**src/uart_pkg.sv**
```systemverilog
// Constants, modes and carriers of the four-mode serial port.
// Assumes one core clock and timer overflow pulses on that clock.
package uart_pkg;
    // ****************************************
    // Register map
    // ****************************************
    localparam logic [7:0] ADDR_CONTROL  = 8'h98;
    localparam logic [7:0] ADDR_BUFFER   = 8'h99;
    localparam logic [7:0] CONTROL_RESET = 8'h00;
    localparam logic [7:0] READ_UNMAPPED = 8'h00;
    localparam int BIT_MODE_HI = 7;
    localparam int BIT_MODE_LO = 6;
    localparam int BIT_MP_EN   = 5;
    localparam int BIT_RX_EN   = 4;
    localparam int BIT_TX_NTH  = 3;
    localparam int BIT_RX_NTH  = 2;
    localparam int BIT_TX_DONE = 1;
    localparam int BIT_RX_DONE = 0;
    // ****************************************
    // Timing
    // ****************************************
    localparam int OVERSAMPLE     = 16;
    localparam int FIXED_DIV_SLOW = 64;
    localparam int FIXED_DIV_FAST = 32;
    localparam logic [1:0] FIX_LIM_SLOW = 2'(FIXED_DIV_SLOW / OVERSAMPLE - 1);
    localparam logic [1:0] FIX_LIM_FAST = 2'(FIXED_DIV_FAST / OVERSAMPLE - 1);
    localparam logic [3:0] OS_LAST   = 4'(OVERSAMPLE - 1);
    localparam logic [3:0] OS_MID    = 4'(OVERSAMPLE / 2 - 1);
    localparam int SHIFT_DIV         = 2;
    localparam int SHIFT_BITS        = 8;
    localparam logic [3:0] SHIFT_END = 4'(SHIFT_BITS * SHIFT_DIV - 1);
    localparam logic [3:0] FRAME_8   = 4'ha;
    localparam logic [3:0] FRAME_9   = 4'hb;
    localparam int TX_DEPTH          = 2;
    // ****************************************
    // Types
    // ****************************************
    typedef enum logic [1:0] {
        MODE_SHIFT = 2'b00, MODE_UART8 = 2'b01, MODE_UART9_FIX = 2'b10, MODE_UART9_VAR = 2'b11
    } mode_e;
    typedef enum logic [1:0] {
        RX_IDLE = 2'b00, RX_START = 2'b01, RX_DATA = 2'b11, RX_STOP = 2'b10
    } rx_state_e;
    typedef struct packed {
        logic       wr;
        logic       rd;
        logic [7:0] addr;
        logic [7:0] wdata;
    } sfr_req_s;
endpackage

```
**src/serial_port.sv**
```systemverilog
// Four-mode serial port: shift register and three asynchronous framings.
// Assumes timer overflow pulses and the rate double bit come from core-clock logic.
module serial_port (
    input  wire logic       clk,
    input  wire logic       rstn,
    input  wire logic [7:0] sfr_addr,
    input  wire logic       sfr_wr,
    input  wire logic       sfr_rd,
    input  wire logic [7:0] sfr_wdata,
    output logic      [7:0] sfr_rdata,
    input  wire logic       rate_double_bit,
    input  wire logic       t1_overflow,
    input  wire logic       t2_overflow,
    input  wire logic       tx_clock_from_t2,
    input  wire logic       rx_clock_from_t2,
    input  wire logic       t2_run_bit,
    output logic            t2_overflow_flag_set,
    input  wire logic       rxd_in,
    output logic            rxd_out,
    output logic            rxd_oe,
    output logic            txd,
    output logic            tx_buf_ready
);
    // ****************************************
    // Reset release and pin synchroniser
    // ****************************************
    logic [1:0] rst_q;
    logic       rst_n;
    logic [2:0] rxs_q;
    always_ff @(posedge clk or negedge rstn)
    begin
        if (!rstn) rst_q <= 2'b00;
        else rst_q <= {rst_q[0], 1'b1};
    end
    assign rst_n = rst_q[1];
    always_ff @(posedge clk or negedge rst_n)
    begin
        if (!rst_n) rxs_q <= 3'b111;
        else rxs_q <= {rxs_q[1:0], rxd_in};
    end
    // Only stages one and two are read; stage zero feeds nothing else
    logic rx_s;
    logic rx_fall;
    assign rx_s    = rxs_q[1];
    assign rx_fall = rxs_q[2] & ~rxs_q[1];

    // ****************************************
    // Register file
    // ****************************************
    uart_pkg::sfr_req_s req;
    logic [7:0]         ctl_q;
    logic [7:0]         rx_hold_q;
    logic [7:0]         rdata_q;
    logic               ti_set;
    logic               ri_set;
    logic               rb8_set;
    logic               rb8_val;
    assign req = '{wr: sfr_wr, rd: sfr_rd, addr: sfr_addr, wdata: sfr_wdata};
    wire ctl_wr = req.wr && req.addr == uart_pkg::ADDR_CONTROL;
    wire buf_wr = req.wr && req.addr == uart_pkg::ADDR_BUFFER;
    uart_pkg::mode_e mode;
    assign mode = uart_pkg::mode_e'(ctl_q[uart_pkg::BIT_MODE_HI:uart_pkg::BIT_MODE_LO]);
    wire mp_en = ctl_q[uart_pkg::BIT_MP_EN];
    wire ren   = ctl_q[uart_pkg::BIT_RX_EN];
    wire tb8   = ctl_q[uart_pkg::BIT_TX_NTH];
    wire ti    = ctl_q[uart_pkg::BIT_TX_DONE];
    wire ri    = ctl_q[uart_pkg::BIT_RX_DONE];
    wire m0    = mode == uart_pkg::MODE_SHIFT;
    wire nine  = ctl_q[uart_pkg::BIT_MODE_HI];
    // Hardware set wins over a software clear in the same cycle
    logic [7:0] ctl_d;
    always_comb
    begin
        ctl_d = ctl_wr ? req.wdata : ctl_q;
        if (ti_set) ctl_d[uart_pkg::BIT_TX_DONE] = 1'b1;
        if (ri_set) ctl_d[uart_pkg::BIT_RX_DONE] = 1'b1;
        if (rb8_set) ctl_d[uart_pkg::BIT_RX_NTH] = rb8_val;
    end
    logic [7:0] rd_mux;
    assign rd_mux = (req.addr == uart_pkg::ADDR_CONTROL) ? ctl_q :
                    (req.addr == uart_pkg::ADDR_BUFFER) ? rx_hold_q : uart_pkg::READ_UNMAPPED;
    always_ff @(posedge clk or negedge rst_n)
    begin
        if (!rst_n)
        begin
            ctl_q   <= uart_pkg::CONTROL_RESET;
            rdata_q <= 8'h00;
        end
        else
        begin
            ctl_q <= ctl_d;
            if (req.rd) rdata_q <= rd_mux;
        end
    end
    assign sfr_rdata = rdata_q;

    // ****************************************
    // Baud ticks
    // ****************************************
    // Oversample tick: timer 1 halves unless doubled, timer 2 passes straight
    function automatic logic sel_tick(input logic use_t2, input logic fixed, input logic fix_t,
                                      input logic t1_t, input logic t2_t);
        sel_tick = fixed ? fix_t : (use_t2 ? t2_t : t1_t);
    endfunction
    logic       t1_half_q;
    logic [1:0] fix_cnt_q;
    logic       t2_flag_q;
    wire [1:0] fix_lim = rate_double_bit ? uart_pkg::FIX_LIM_FAST : uart_pkg::FIX_LIM_SLOW;
    wire fix_tick = fix_cnt_q >= fix_lim;
    wire t1_tick  = t1_overflow && (rate_double_bit || t1_half_q);
    wire fixed    = mode == uart_pkg::MODE_UART9_FIX;
    wire tx_os    = sel_tick(tx_clock_from_t2, fixed, fix_tick, t1_tick, t2_overflow);
    wire rx_os    = sel_tick(rx_clock_from_t2, fixed, fix_tick, t1_tick, t2_overflow);
    wire t2_baud  = (tx_clock_from_t2 || rx_clock_from_t2) && t2_run_bit;
    always_ff @(posedge clk or negedge rst_n)
    begin
        if (!rst_n)
        begin
            t1_half_q <= 1'b0;
            fix_cnt_q <= 2'b00;
            t2_flag_q <= 1'b0;
        end
        else
        begin
            if (t1_overflow) t1_half_q <= ~t1_half_q;
            fix_cnt_q <= fix_tick ? 2'b00 : fix_cnt_q + 2'b01;
            t2_flag_q <= t2_overflow && !t2_baud;
        end
    end
    assign t2_overflow_flag_set = t2_flag_q;

    // ****************************************
    // Transmit buffer, two entries
    // ****************************************
    // A write into a full buffer is dropped; software should watch tx_buf_ready
    logic [7:0] tbuf_q [uart_pkg::TX_DEPTH];
    logic       wp_q;
    logic       rp_q;
    logic [1:0] cnt_q;
    logic       rdy_q;
    logic       take;
    wire push   = buf_wr && cnt_q != 2'(uart_pkg::TX_DEPTH);
    wire tvalid = cnt_q != 2'b00;
    wire [1:0] cnt_d = cnt_q + 2'(push) - 2'(take);
    always_ff @(posedge clk or negedge rst_n)
    begin
        if (!rst_n)
        begin
            wp_q  <= 1'b0;
            rp_q  <= 1'b0;
            cnt_q <= 2'b00;
            rdy_q <= 1'b0;
        end
        else
        begin
            if (push) wp_q <= ~wp_q;
            if (take) rp_q <= ~rp_q;
            cnt_q <= cnt_d;
            rdy_q <= cnt_d != 2'(uart_pkg::TX_DEPTH);
        end
    end
    always_ff @(posedge clk)
    begin
        if (push) tbuf_q[wp_q] <= req.wdata;
    end
    assign tx_buf_ready = rdy_q;
    wire [7:0] tword = tbuf_q[rp_q];

    // ****************************************
    // Asynchronous transmitter
    // ****************************************
    logic [3:0]  tos_q;
    logic [10:0] tsh_q;
    logic [3:0]  tbits_q;
    logic        tbusy_q;
    logic        tline_q;
    wire tx_bit   = tx_os && tos_q == uart_pkg::OS_LAST;
    wire tx_take  = !m0 && !tbusy_q && tvalid;
    wire tx_shift = tx_bit && tbits_q != 4'h0;
    wire ti_async = tx_shift && tbits_q == 4'h1;
    always_ff @(posedge clk or negedge rst_n)
    begin
        if (!rst_n)
        begin
            tos_q   <= 4'h0;
            tsh_q   <= '1;
            tbits_q <= 4'h0;
            tbusy_q <= 1'b0;
            tline_q <= 1'b1;
        end
        else
        begin
            if (tx_os) tos_q <= tos_q + 4'h1;
            if (tx_take)
            begin
                // Shifting waits for the next bit tick
                tsh_q   <= nine ? {1'b1, tb8, tword, 1'b0} : {2'b11, tword, 1'b0};
                tbits_q <= nine ? uart_pkg::FRAME_9 : uart_pkg::FRAME_8;
                tbusy_q <= 1'b1;
            end
            else if (tx_shift)
            begin
                tline_q <= tsh_q[0];
                tsh_q   <= {1'b1, tsh_q[10:1]};
                tbits_q <= tbits_q - 4'h1;
            end
            else if (tx_bit) tbusy_q <= 1'b0;
        end
    end

    // ****************************************
    // Shift-register engine
    // ****************************************
    logic       m0_act_q;
    logic       m0_tx_q;
    logic [3:0] m0_cnt_q;
    logic [7:0] m0_sh_q;
    wire m0_tx_go = m0 && !m0_act_q && tvalid;
    wire m0_rx_go = m0 && !m0_act_q && !tvalid && ren && !ri;
    wire m0_end   = m0_act_q && m0_cnt_q == uart_pkg::SHIFT_END;
    assign take   = tx_take || m0_tx_go;
    always_ff @(posedge clk or negedge rst_n)
    begin
        if (!rst_n)
        begin
            m0_act_q <= 1'b0;
            m0_tx_q  <= 1'b0;
            m0_cnt_q <= 4'h0;
            m0_sh_q  <= 8'h00;
        end
        else if (m0_tx_go || m0_rx_go)
        begin
            m0_act_q <= 1'b1;
            m0_tx_q  <= m0_tx_go;
            m0_cnt_q <= 4'h0;
            m0_sh_q  <= m0_tx_go ? tword : 8'h00;
        end
        else if (m0_act_q)
        begin
            // Two core clocks per bit: data leaves with the clock low, shifts on the rise
            m0_cnt_q <= m0_cnt_q + 4'h1;
            if (m0_cnt_q[0]) m0_sh_q <= {rx_s, m0_sh_q[7:1]};
            if (m0_end) m0_act_q <= 1'b0;
        end
    end

    // ****************************************
    // Asynchronous receiver
    // ****************************************
    uart_pkg::rx_state_e rst_st_q;
    logic [3:0]          ros_q;
    logic [3:0]          rbits_q;
    logic [8:0]          rsh_q;
    wire rx_samp  = rx_os && ros_q == uart_pkg::OS_MID;
    wire [3:0] rx_need = nine ? 4'h9 : 4'h8;
    wire rx_final = rst_st_q == uart_pkg::RX_STOP && rx_samp;
    wire rx_nth   = nine ? rsh_q[8] : rx_s;
    wire [7:0] rx_byte = nine ? rsh_q[7:0] : rsh_q[8:1];
    wire rx_ok    = !ri && (!mp_en || rx_nth);
    wire rx_load  = rx_final && rx_ok;
    wire m0_rx_end = m0_end && !m0_tx_q;
    assign ti_set  = ti_async || (m0_end && m0_tx_q);
    assign ri_set  = rx_load || m0_rx_end;
    assign rb8_set = rx_load;
    assign rb8_val = rx_nth;
    always_ff @(posedge clk or negedge rst_n)
    begin
        if (!rst_n)
        begin
            rst_st_q <= uart_pkg::RX_IDLE;
            ros_q    <= 4'h0;
            rbits_q  <= 4'h0;
            rsh_q    <= 9'h000;
        end
        else
        begin
            if (rx_os) ros_q <= ros_q + 4'h1;
            case (rst_st_q)
                uart_pkg::RX_IDLE:
                    if (!m0 && ren && rx_fall)
                    begin
                        rst_st_q <= uart_pkg::RX_START;
                        ros_q    <= 4'h0;
                    end
                uart_pkg::RX_START:
                    if (rx_samp)
                    begin
                        rst_st_q <= rx_s ? uart_pkg::RX_IDLE : uart_pkg::RX_DATA;
                        rbits_q  <= 4'h0;
                    end
                uart_pkg::RX_DATA:
                    if (rx_samp)
                    begin
                        rsh_q   <= {rx_s, rsh_q[8:1]};
                        rbits_q <= rbits_q + 4'h1;
                        if (rbits_q == rx_need - 4'h1) rst_st_q <= uart_pkg::RX_STOP;
                    end
                default:
                    if (rx_samp) rst_st_q <= uart_pkg::RX_IDLE;
            endcase
        end
    end
    // A completed byte replaces an unread one only through the accept gate
    always_ff @(posedge clk or negedge rst_n)
    begin
        if (!rst_n) rx_hold_q <= 8'h00;
        else if (rx_load) rx_hold_q <= rx_byte;
        else if (m0_rx_end) rx_hold_q <= {rx_s, m0_sh_q[7:1]};
    end

    // ****************************************
    // Pins
    // ****************************************
    logic txd_q;
    logic rxo_q;
    logic rxoe_q;
    always_ff @(posedge clk or negedge rst_n)
    begin
        if (!rst_n)
        begin
            txd_q  <= 1'b1;
            rxo_q  <= 1'b1;
            rxoe_q <= 1'b0;
        end
        else
        begin
            txd_q  <= m0 ? (!m0_act_q || m0_cnt_q[0]) : tline_q;
            // Data changes with the falling clock so it is settled at the rise
            rxo_q  <= (m0_act_q && !m0_cnt_q[0]) ? m0_sh_q[0] : rxo_q;
            rxoe_q <= m0 && m0_act_q && m0_tx_q;
        end
    end
    assign txd     = txd_q;
    assign rxd_out = rxo_q;
    assign rxd_oe  = rxoe_q;

    // ****************************************
    // Checks
    // ****************************************
    a_buffer_read: assert property (@(posedge clk) disable iff (!rst_n)
        req.rd && req.addr == uart_pkg::ADDR_BUFFER |=> sfr_rdata == $past(rx_hold_q))
        else $error("buffer read did not return receive holding register");
    a_rx_drop_frame: assert property (@(posedge clk) disable iff (!rst_n)
        rx_final && !rx_ok |=> $stable(rx_hold_q) && ri == $past(ri))
        else $error("rejected frame changed receive state");
    a_rx_store_byte: assert property (@(posedge clk) disable iff (!rst_n)
        rx_load |=> ri && rx_hold_q == $past(rx_byte))
        else $error("accepted frame not stored");
    a_rx_enable_gate: assert property (@(posedge clk) disable iff (!rst_n)
        rst_st_q == uart_pkg::RX_IDLE && !ren |=> rst_st_q == uart_pkg::RX_IDLE)
        else $error("reception began while disabled");
    a_start_abort: assert property (@(posedge clk) disable iff (!rst_n)
        rst_st_q == uart_pkg::RX_START && rx_samp && rx_s |=> rst_st_q == uart_pkg::RX_IDLE)
        else $error("false start bit not abandoned");
    a_shift_length: assert property (@(posedge clk) disable iff (!rst_n)
        $rose(m0_act_q) |-> ##15 m0_act_q ##1 !m0_act_q)
        else $error("shift transfer not sixteen core clocks");
    a_ti_stop_start: assert property (@(posedge clk) disable iff (!rst_n)
        ti_async |-> ##1 ti ##1 txd)
        else $error("transmit done not raised with stop bit");
    a_frame_ninth: assert property (@(posedge clk) disable iff (!rst_n)
        tx_take && nine |=> tsh_q[9] == $past(tb8) && tbits_q == uart_pkg::FRAME_9)
        else $error("ninth bit or frame length wrong");
    a_t2_no_flag: assert property (@(posedge clk) disable iff (!rst_n)
        t2_baud |=> !t2_overflow_flag_set)
        else $error("timer 2 flag raised in baud duty");
endmodule // serial_port

```
**config.mk**
```make
export PLATFORM = sky130hd
export DESIGN_NAME = serial_port
export DESIGN_NICKNAME = d
export VERILOG_FILES = /design/src/uart_pkg.sv /design/src/serial_port.sv
export SDC_FILE = /design/constraint.sdc
export NUM_CORES = 1
export LEC_CHECK = 0
export BUFFER_PORTS_ARGS = -buffer_cell sky130_fd_sc_hd__buf_2
export CORE_ASPECT_RATIO = 0.8
export CORE_MARGIN = 2
export CORE_UTILIZATION = 45
export CTS_CLUSTER_SIZE = 14
export DETAILED_ROUTE_END_ITERATION = 12
export GPL_ROUTABILITY_DRIVEN = 0
export PLACE_DENSITY = 0.66
export SYNTH_ARGS = -nofsm -noshare
export SYNTH_HDL_FRONTEND = slang
export SYNTH_SLANG_ARGS = --single-unit
```
**constraint.sdc**
```tcl
create_clock -name clk -period 4.5 [get_ports clk]
set_input_delay 0.225 -clock clk [delete_from_list [all_inputs] [get_ports clk]]
set_output_delay 0.225 -clock clk [all_outputs]
set_load 0.1 [all_outputs]
```
; Yosys cells after proc, flatten, opt, wreduce, memory -nomap -nowiden
; Memories as Yosys holds them, arrays and structs flattened.
; Cells that the tools add are included.
[classes]
addsub = 9
n_lt_le_gt_ge = 1
n_eq_ne = 18
n_mux = 51
bitwise = 6
reduce_logical = 65
[op_table]
columns = cell, count
row1 = $mux W8, 9
row2 = $mux W4, 9
row3 = $logic_and A1 B1 Y1, 28
row4 = $mux W11, 2
row5 = $reduce_bool A2 Y1, 11
row6 = $mux W1, 19
row7 = $add A4 B1 Y4 const B, 4
row8 = $eq A8 B8 Y1 const B, 2
row9 = $mux W2, 8
row10 = $ne A2 B2 Y1 const B, 7
row11 = $mux W10, 1
row12 = $logic_not A1 Y1, 9
row13 = $eq A4 B4 Y1 const B, 2
row14 = $logic_or A1 B1 Y1, 8
row15 = $pmux W4 S2, 1
row16 = $reduce_and A2 Y1, 4
row17 = $sub A4 B1 Y4 const B, 2
row18 = $eq A2 B2 Y1 const B, 3
row19 = $pmux W2 S3, 1
row20 = $not A1 Y1, 5
row21 = $reduce_and A5 Y1, 1
row22 = $eq A4 B1 Y1 const B, 1
row23 = $eq A4 B3 Y1 const B, 1
row24 = $eq A4 B4 Y1, 1
row25 = 10 further kinds, 11
[word_totals]
register_bits = 95
ramBits = 16
in_bits = 27
output_inout_bits = 13
elab_cells = 182
memories = 1
[mem_list]
columns = memory, words, width, rd, rd_clocked_by_memory_dff, wr, line_no
row1 = tbuf_q, 2, 8, 1, 0, 1, serial_port.sv:136  ; logic [7:0] tbuf_q [uart_pkg::TX_DEPTH];

; Longest topological paths before layout
[depth]
ltp_word = 9
mapped_depth = 11

; Worst setup path before layout
; No wires, ideal clock.
[synth_timing]
path_kind = register to register
from = register ctl_q[7]
to = register rdy_q, in the netlist tx_buf_ready
setup_time_ps = 123
arrival_ps = 1814
path_slack_ps = 2563
path_stages_with_launch = 12
n_path_buf = 2
period_less_slack_ps = 1937
path_cell_list = dfrtp_1 > buf_4 > or2_1 > buf_2 > nor2_1 > o21ai_1 > nand2_1 > xnor2_1 > ha_1 > xor2_1 > xnor2_1 > nand2b_1
[synth_via]
elab_chain_cells = 7
elab_cells_between_ends = 9
[synth_rtl]
columns = element, line_no
row1 = "start, declared", serial_port.sv:51  ; logic [7:0] ctl_q;
row2 = "start signal, assigned", serial_port.sv:86  ; ctl_q <= uart_pkg::CONTROL_RESET;
row3 = "start signal, assigned", serial_port.sv:91  ; ctl_q <= ctl_d;
row4 = $logic_not A2 Y1 (*), serial_port.sv:68  ; wire m0 = mode == uart_pkg::MODE_SHIFT;
row5 = $logic_not A1 Y1, serial_port.sv:178  ; wire tx_take = !m0 && !tbusy_q && tvalid;
row6 = $logic_and A1 B1 Y1 (2 in series), serial_port.sv:178
row7 = $logic_or A1 B1 Y1 (*), serial_port.sv:221  ; assign take = tx_take || m0_tx_go;
row8 = $sub A2 B1 Y2 (*), serial_port.sv:144  ; wire [1:0] cnt_d = cnt_q + 2'(push) - 2'(take);
row9 = via cnt_d[1], serial_port.sv:144
row10 = $ne A2 B2 Y1 (*), serial_port.sv:159  ; rdy_q <= cnt_d != 2'(uart_pkg::TX_DEPTH);
row11 = "end signal, assigned", serial_port.sv:159
row12 = "end, declared", serial_port.sv:140  ; logic rdy_q;
; The timed path passes the listed nets; every way through them passes the cells marked *.
; A chain may end at the register's enable or synchronous reset.

; Final worst setup path
; Ends and elaborated chain as after synthesis.

==> metrics.txt <==
clock-pin transition on the worst setup and hold timing paths 0.07 ns; number of buffers added on ports 39; htree depth 3; gr busiest metal met2; Required @ worst endpoint 4.74 ns; Worst Min Path Start t1_overflow; VDD IR max 310 uV; fin crit period 2.87 ns; core area 10,800 um2; Worst Max-Slew Pin Slew 0.914 ns; period utilisation layout 63.8%; routed len/inst 17.1 um; GR Layer Usage met2 28.0%; Final HPWL DP 7.26 mm; Net Switching 1.12 mW; GR Overflow Total 0; most frequent cell after synthesis dfrtp_1; Die Ht 98.4 um; Synth area leader dfrtp_1; sequential share of power 47.5%; Async S/R FF share, synth 85.5%; # Post-CTS Setup Buffers 0; Power Dens Cells 558 nW/um2; global-route wire length before repair 16.5 mm; Top cell by count, worst path xnor2_1; Sink Count 110; met3 usage 3.59%; Initial Util 46.3%; Antenna Diode Count 0; clock share of power 24.9%; Combinational Power Share 27.6%; worst path cell trace or2_1 > nor2_1 > o21ai_1 > nand2_1 > xnor2_1 > ha_1 > xor2_1 > xnor2_1 > nand2b_1; Clk Latency, worst-skew pair 0.35 ns; Synth top cells by count dfrtp_1 (78), mux2i_1 (63), nor2_1 (32); fmax 349 MHz; outcome finished clean; Seq cells post-synth 110; clk_skew 0.00807 ns; largest cells by area after synthesis dfrtp_1 (39%), mux2i_1 (13%), edfxtp_1 (9.6%), dfstp_2 (8.4%), mux2_2 (4.0%); Post-CTS Hold Fix Bufs 2; Setup CP Type reg2reg; Leakage 2.47 nW; wirelength, routed 10.1 mm; Fin Hold WS 0.0711 ns; Layout fillers 962; Worst Path Arrival 3.11 ns; max incr delay on CP 0.83 ns; largest net degree at the start of global routing 61; slowest CP cell dfrtp_1; R2R cell count 9; ys flop type dfrtp_1; sw frac 35.5%; IO Count 40; pre-CTS WS 1.67 ns; Rows 34; Startpoint Class register; worst-path fanout max 18; per-instance average area after synthesis 12.6 um2; Rel. slew slack 38.8%; nets 474; die width 122 um; worst setup margin 1.63 ns; cts repair resizes 0; via count 3,123; max-cap viol count 0; CTS tree done; die area 12,000 um2; RSZ-0062 raised after global routing no; CP bufs+invs 0; Worst Hold End t1_half_q$_DFFE_PN0P_; R2R Path Start ctl_q[7]$_DFFE_PN0P_; unique cell type count in the Yosys netlist 53; Crit. End Element register; Synthesis Warnings 0; Setup TNS 0 ns; number of global-route vias before repair 3,155; Final ANT Viol Nets 0; register area share after synthesis 56.9%; hold path depth 2; top cell type's share of synthesized area 38.9%; Mapped Cells 399; detail-routed via count per cell 5.32; DRC 0; Post-Syn Area 5020 um2; DRT Pass-1 Iters 5; internal power 2.03 mW; Root Buffer clkbuf_16; RR Endpoint tx_buf_ready$_DFF_PN0_; fraction of layout cells with a size suffix above 1 22.3%; Total GRT Usage 18.0%; CP top delay family flip-flops; EDFF count, synth 16; R2R Setup Slk 1.63 ns; Slew Limit Fails 0; Hold/Removal Path Class in2reg; Syn Nets 435; CTS Buf Count 9; Layout area overhead 12.4%; Fin. Hold Viols 0; 1st-iter DRT viols 167; GR Util met1 26.0%; Max clock buf depth 2; initial antenna violation count 0; # setup viols final 0
## placed cells by master, fill, tap and decap left out, types with 9 or more instances in the layout
| cell | n |
|---|---|
| a21oi_1 | 12 |
| mux2i_1 | 63 |
| dfstp_2 | 16 |
| mux2_2 | 18 |
| edfxtp_1 | 16 |
| clkbuf_16 | 9 |
| dfrtp_1 | 77 |
| nand2_1 | 26 |
| buf_2 | 39 |
| nor2_1 | 32 |
| ha_1 | 9 |
## cell families after synthesis
group | count (synthesis) | share of synthesized area (%)
fa+ha+maj | 9 | 2.24
buf+inv | 20 | 2.17
flops | 110 | 56.9
simple gates | 109 | 12.1
xor+xnor | 16 | 2.79
compound gates | 53 | 7.16
other cells | 1 | 0.0747
mux | 81 | 16.6
## flip-flops by register name, summed over array words and instances, names as in the netlist, 2 cells and up
name	count
rbits_q	4
m0_sh_q	8
ros_q	4
m0_cnt_q	4
fix_cnt_q	2
tos_q	4
rxs_q	3
rx_hold_q	8
rsh_q	9
tsh_q	10
ctl_q	8
sfr_rdata	8
tbits_q	4
rst_q	2
cnt_q	2
tbuf_q	16
rst_st_q	2
## routing by layer
metal  vias to the layer above  wire [um]
li1                       1523          -
met2                        42       4820
met5                         -          0
met4                         0         59
met1                      1551       4820
met3                         7        370
## worst max path at each step
stage                                    start                endpoint  slack, ns  cells past startpoint
after floorplan             rst_q[1]$_DFF_PN0_      cnt_q[0]$_DFF_PN0_       1.72                      0
after global placement    ctl_q[7]$_DFFE_PN0P_  tx_buf_ready$_DFF_PN0_       1.79                      9
after detailed placement  ctl_q[7]$_DFFE_PN0P_  tx_buf_ready$_DFF_PN0_       1.67                      9
after CTS                 ctl_q[7]$_DFFE_PN0P_  tx_buf_ready$_DFF_PN0_       1.64                      9
after global routing      ctl_q[7]$_DFFE_PN0P_  tx_buf_ready$_DFF_PN0_       1.34                      9
final                     ctl_q[7]$_DFFE_PN0P_  tx_buf_ready$_DFF_PN0_       1.63                      9
## through the flow
step	area [um2]	cells	total power [mW]	utilization, %
finish	5640	587	3.14	52.0
global route	5640	587	3.34	52.0
CTS	5640	587	3.16	52.0
detailed placement	5330	569	2.37	49.1
global placement	5330	569	2.34	49.1
floorplan	5020	399	2.17	-
## area by class of cell
cell class	instances	area, um2	area share [%]
sequential	110	2860	50.7
clock buffer	10	229	4.06
timing repair buffer	44	238	4.22
inverter	4	15.0	0.266
multi-input combinational	269	2060	36.5
clock inverter	6	63.8	1.13
tap	144	180	3.20
## power by group through the flow
stage	Clock (mW)	Sequential (mW)	Combinational, mW
6_report	0.783	1.49	0.868
5_1_grt	0.839	1.53	0.971
4_1_cts	0.797	1.49	0.874
3_5_place_dp	0	1.51	0.863
3_3_place_gp	0	1.50	0.839
2_1_floorplan	0	1.57	0.606
Note: power is estimated with default switching activity, not from simulation.
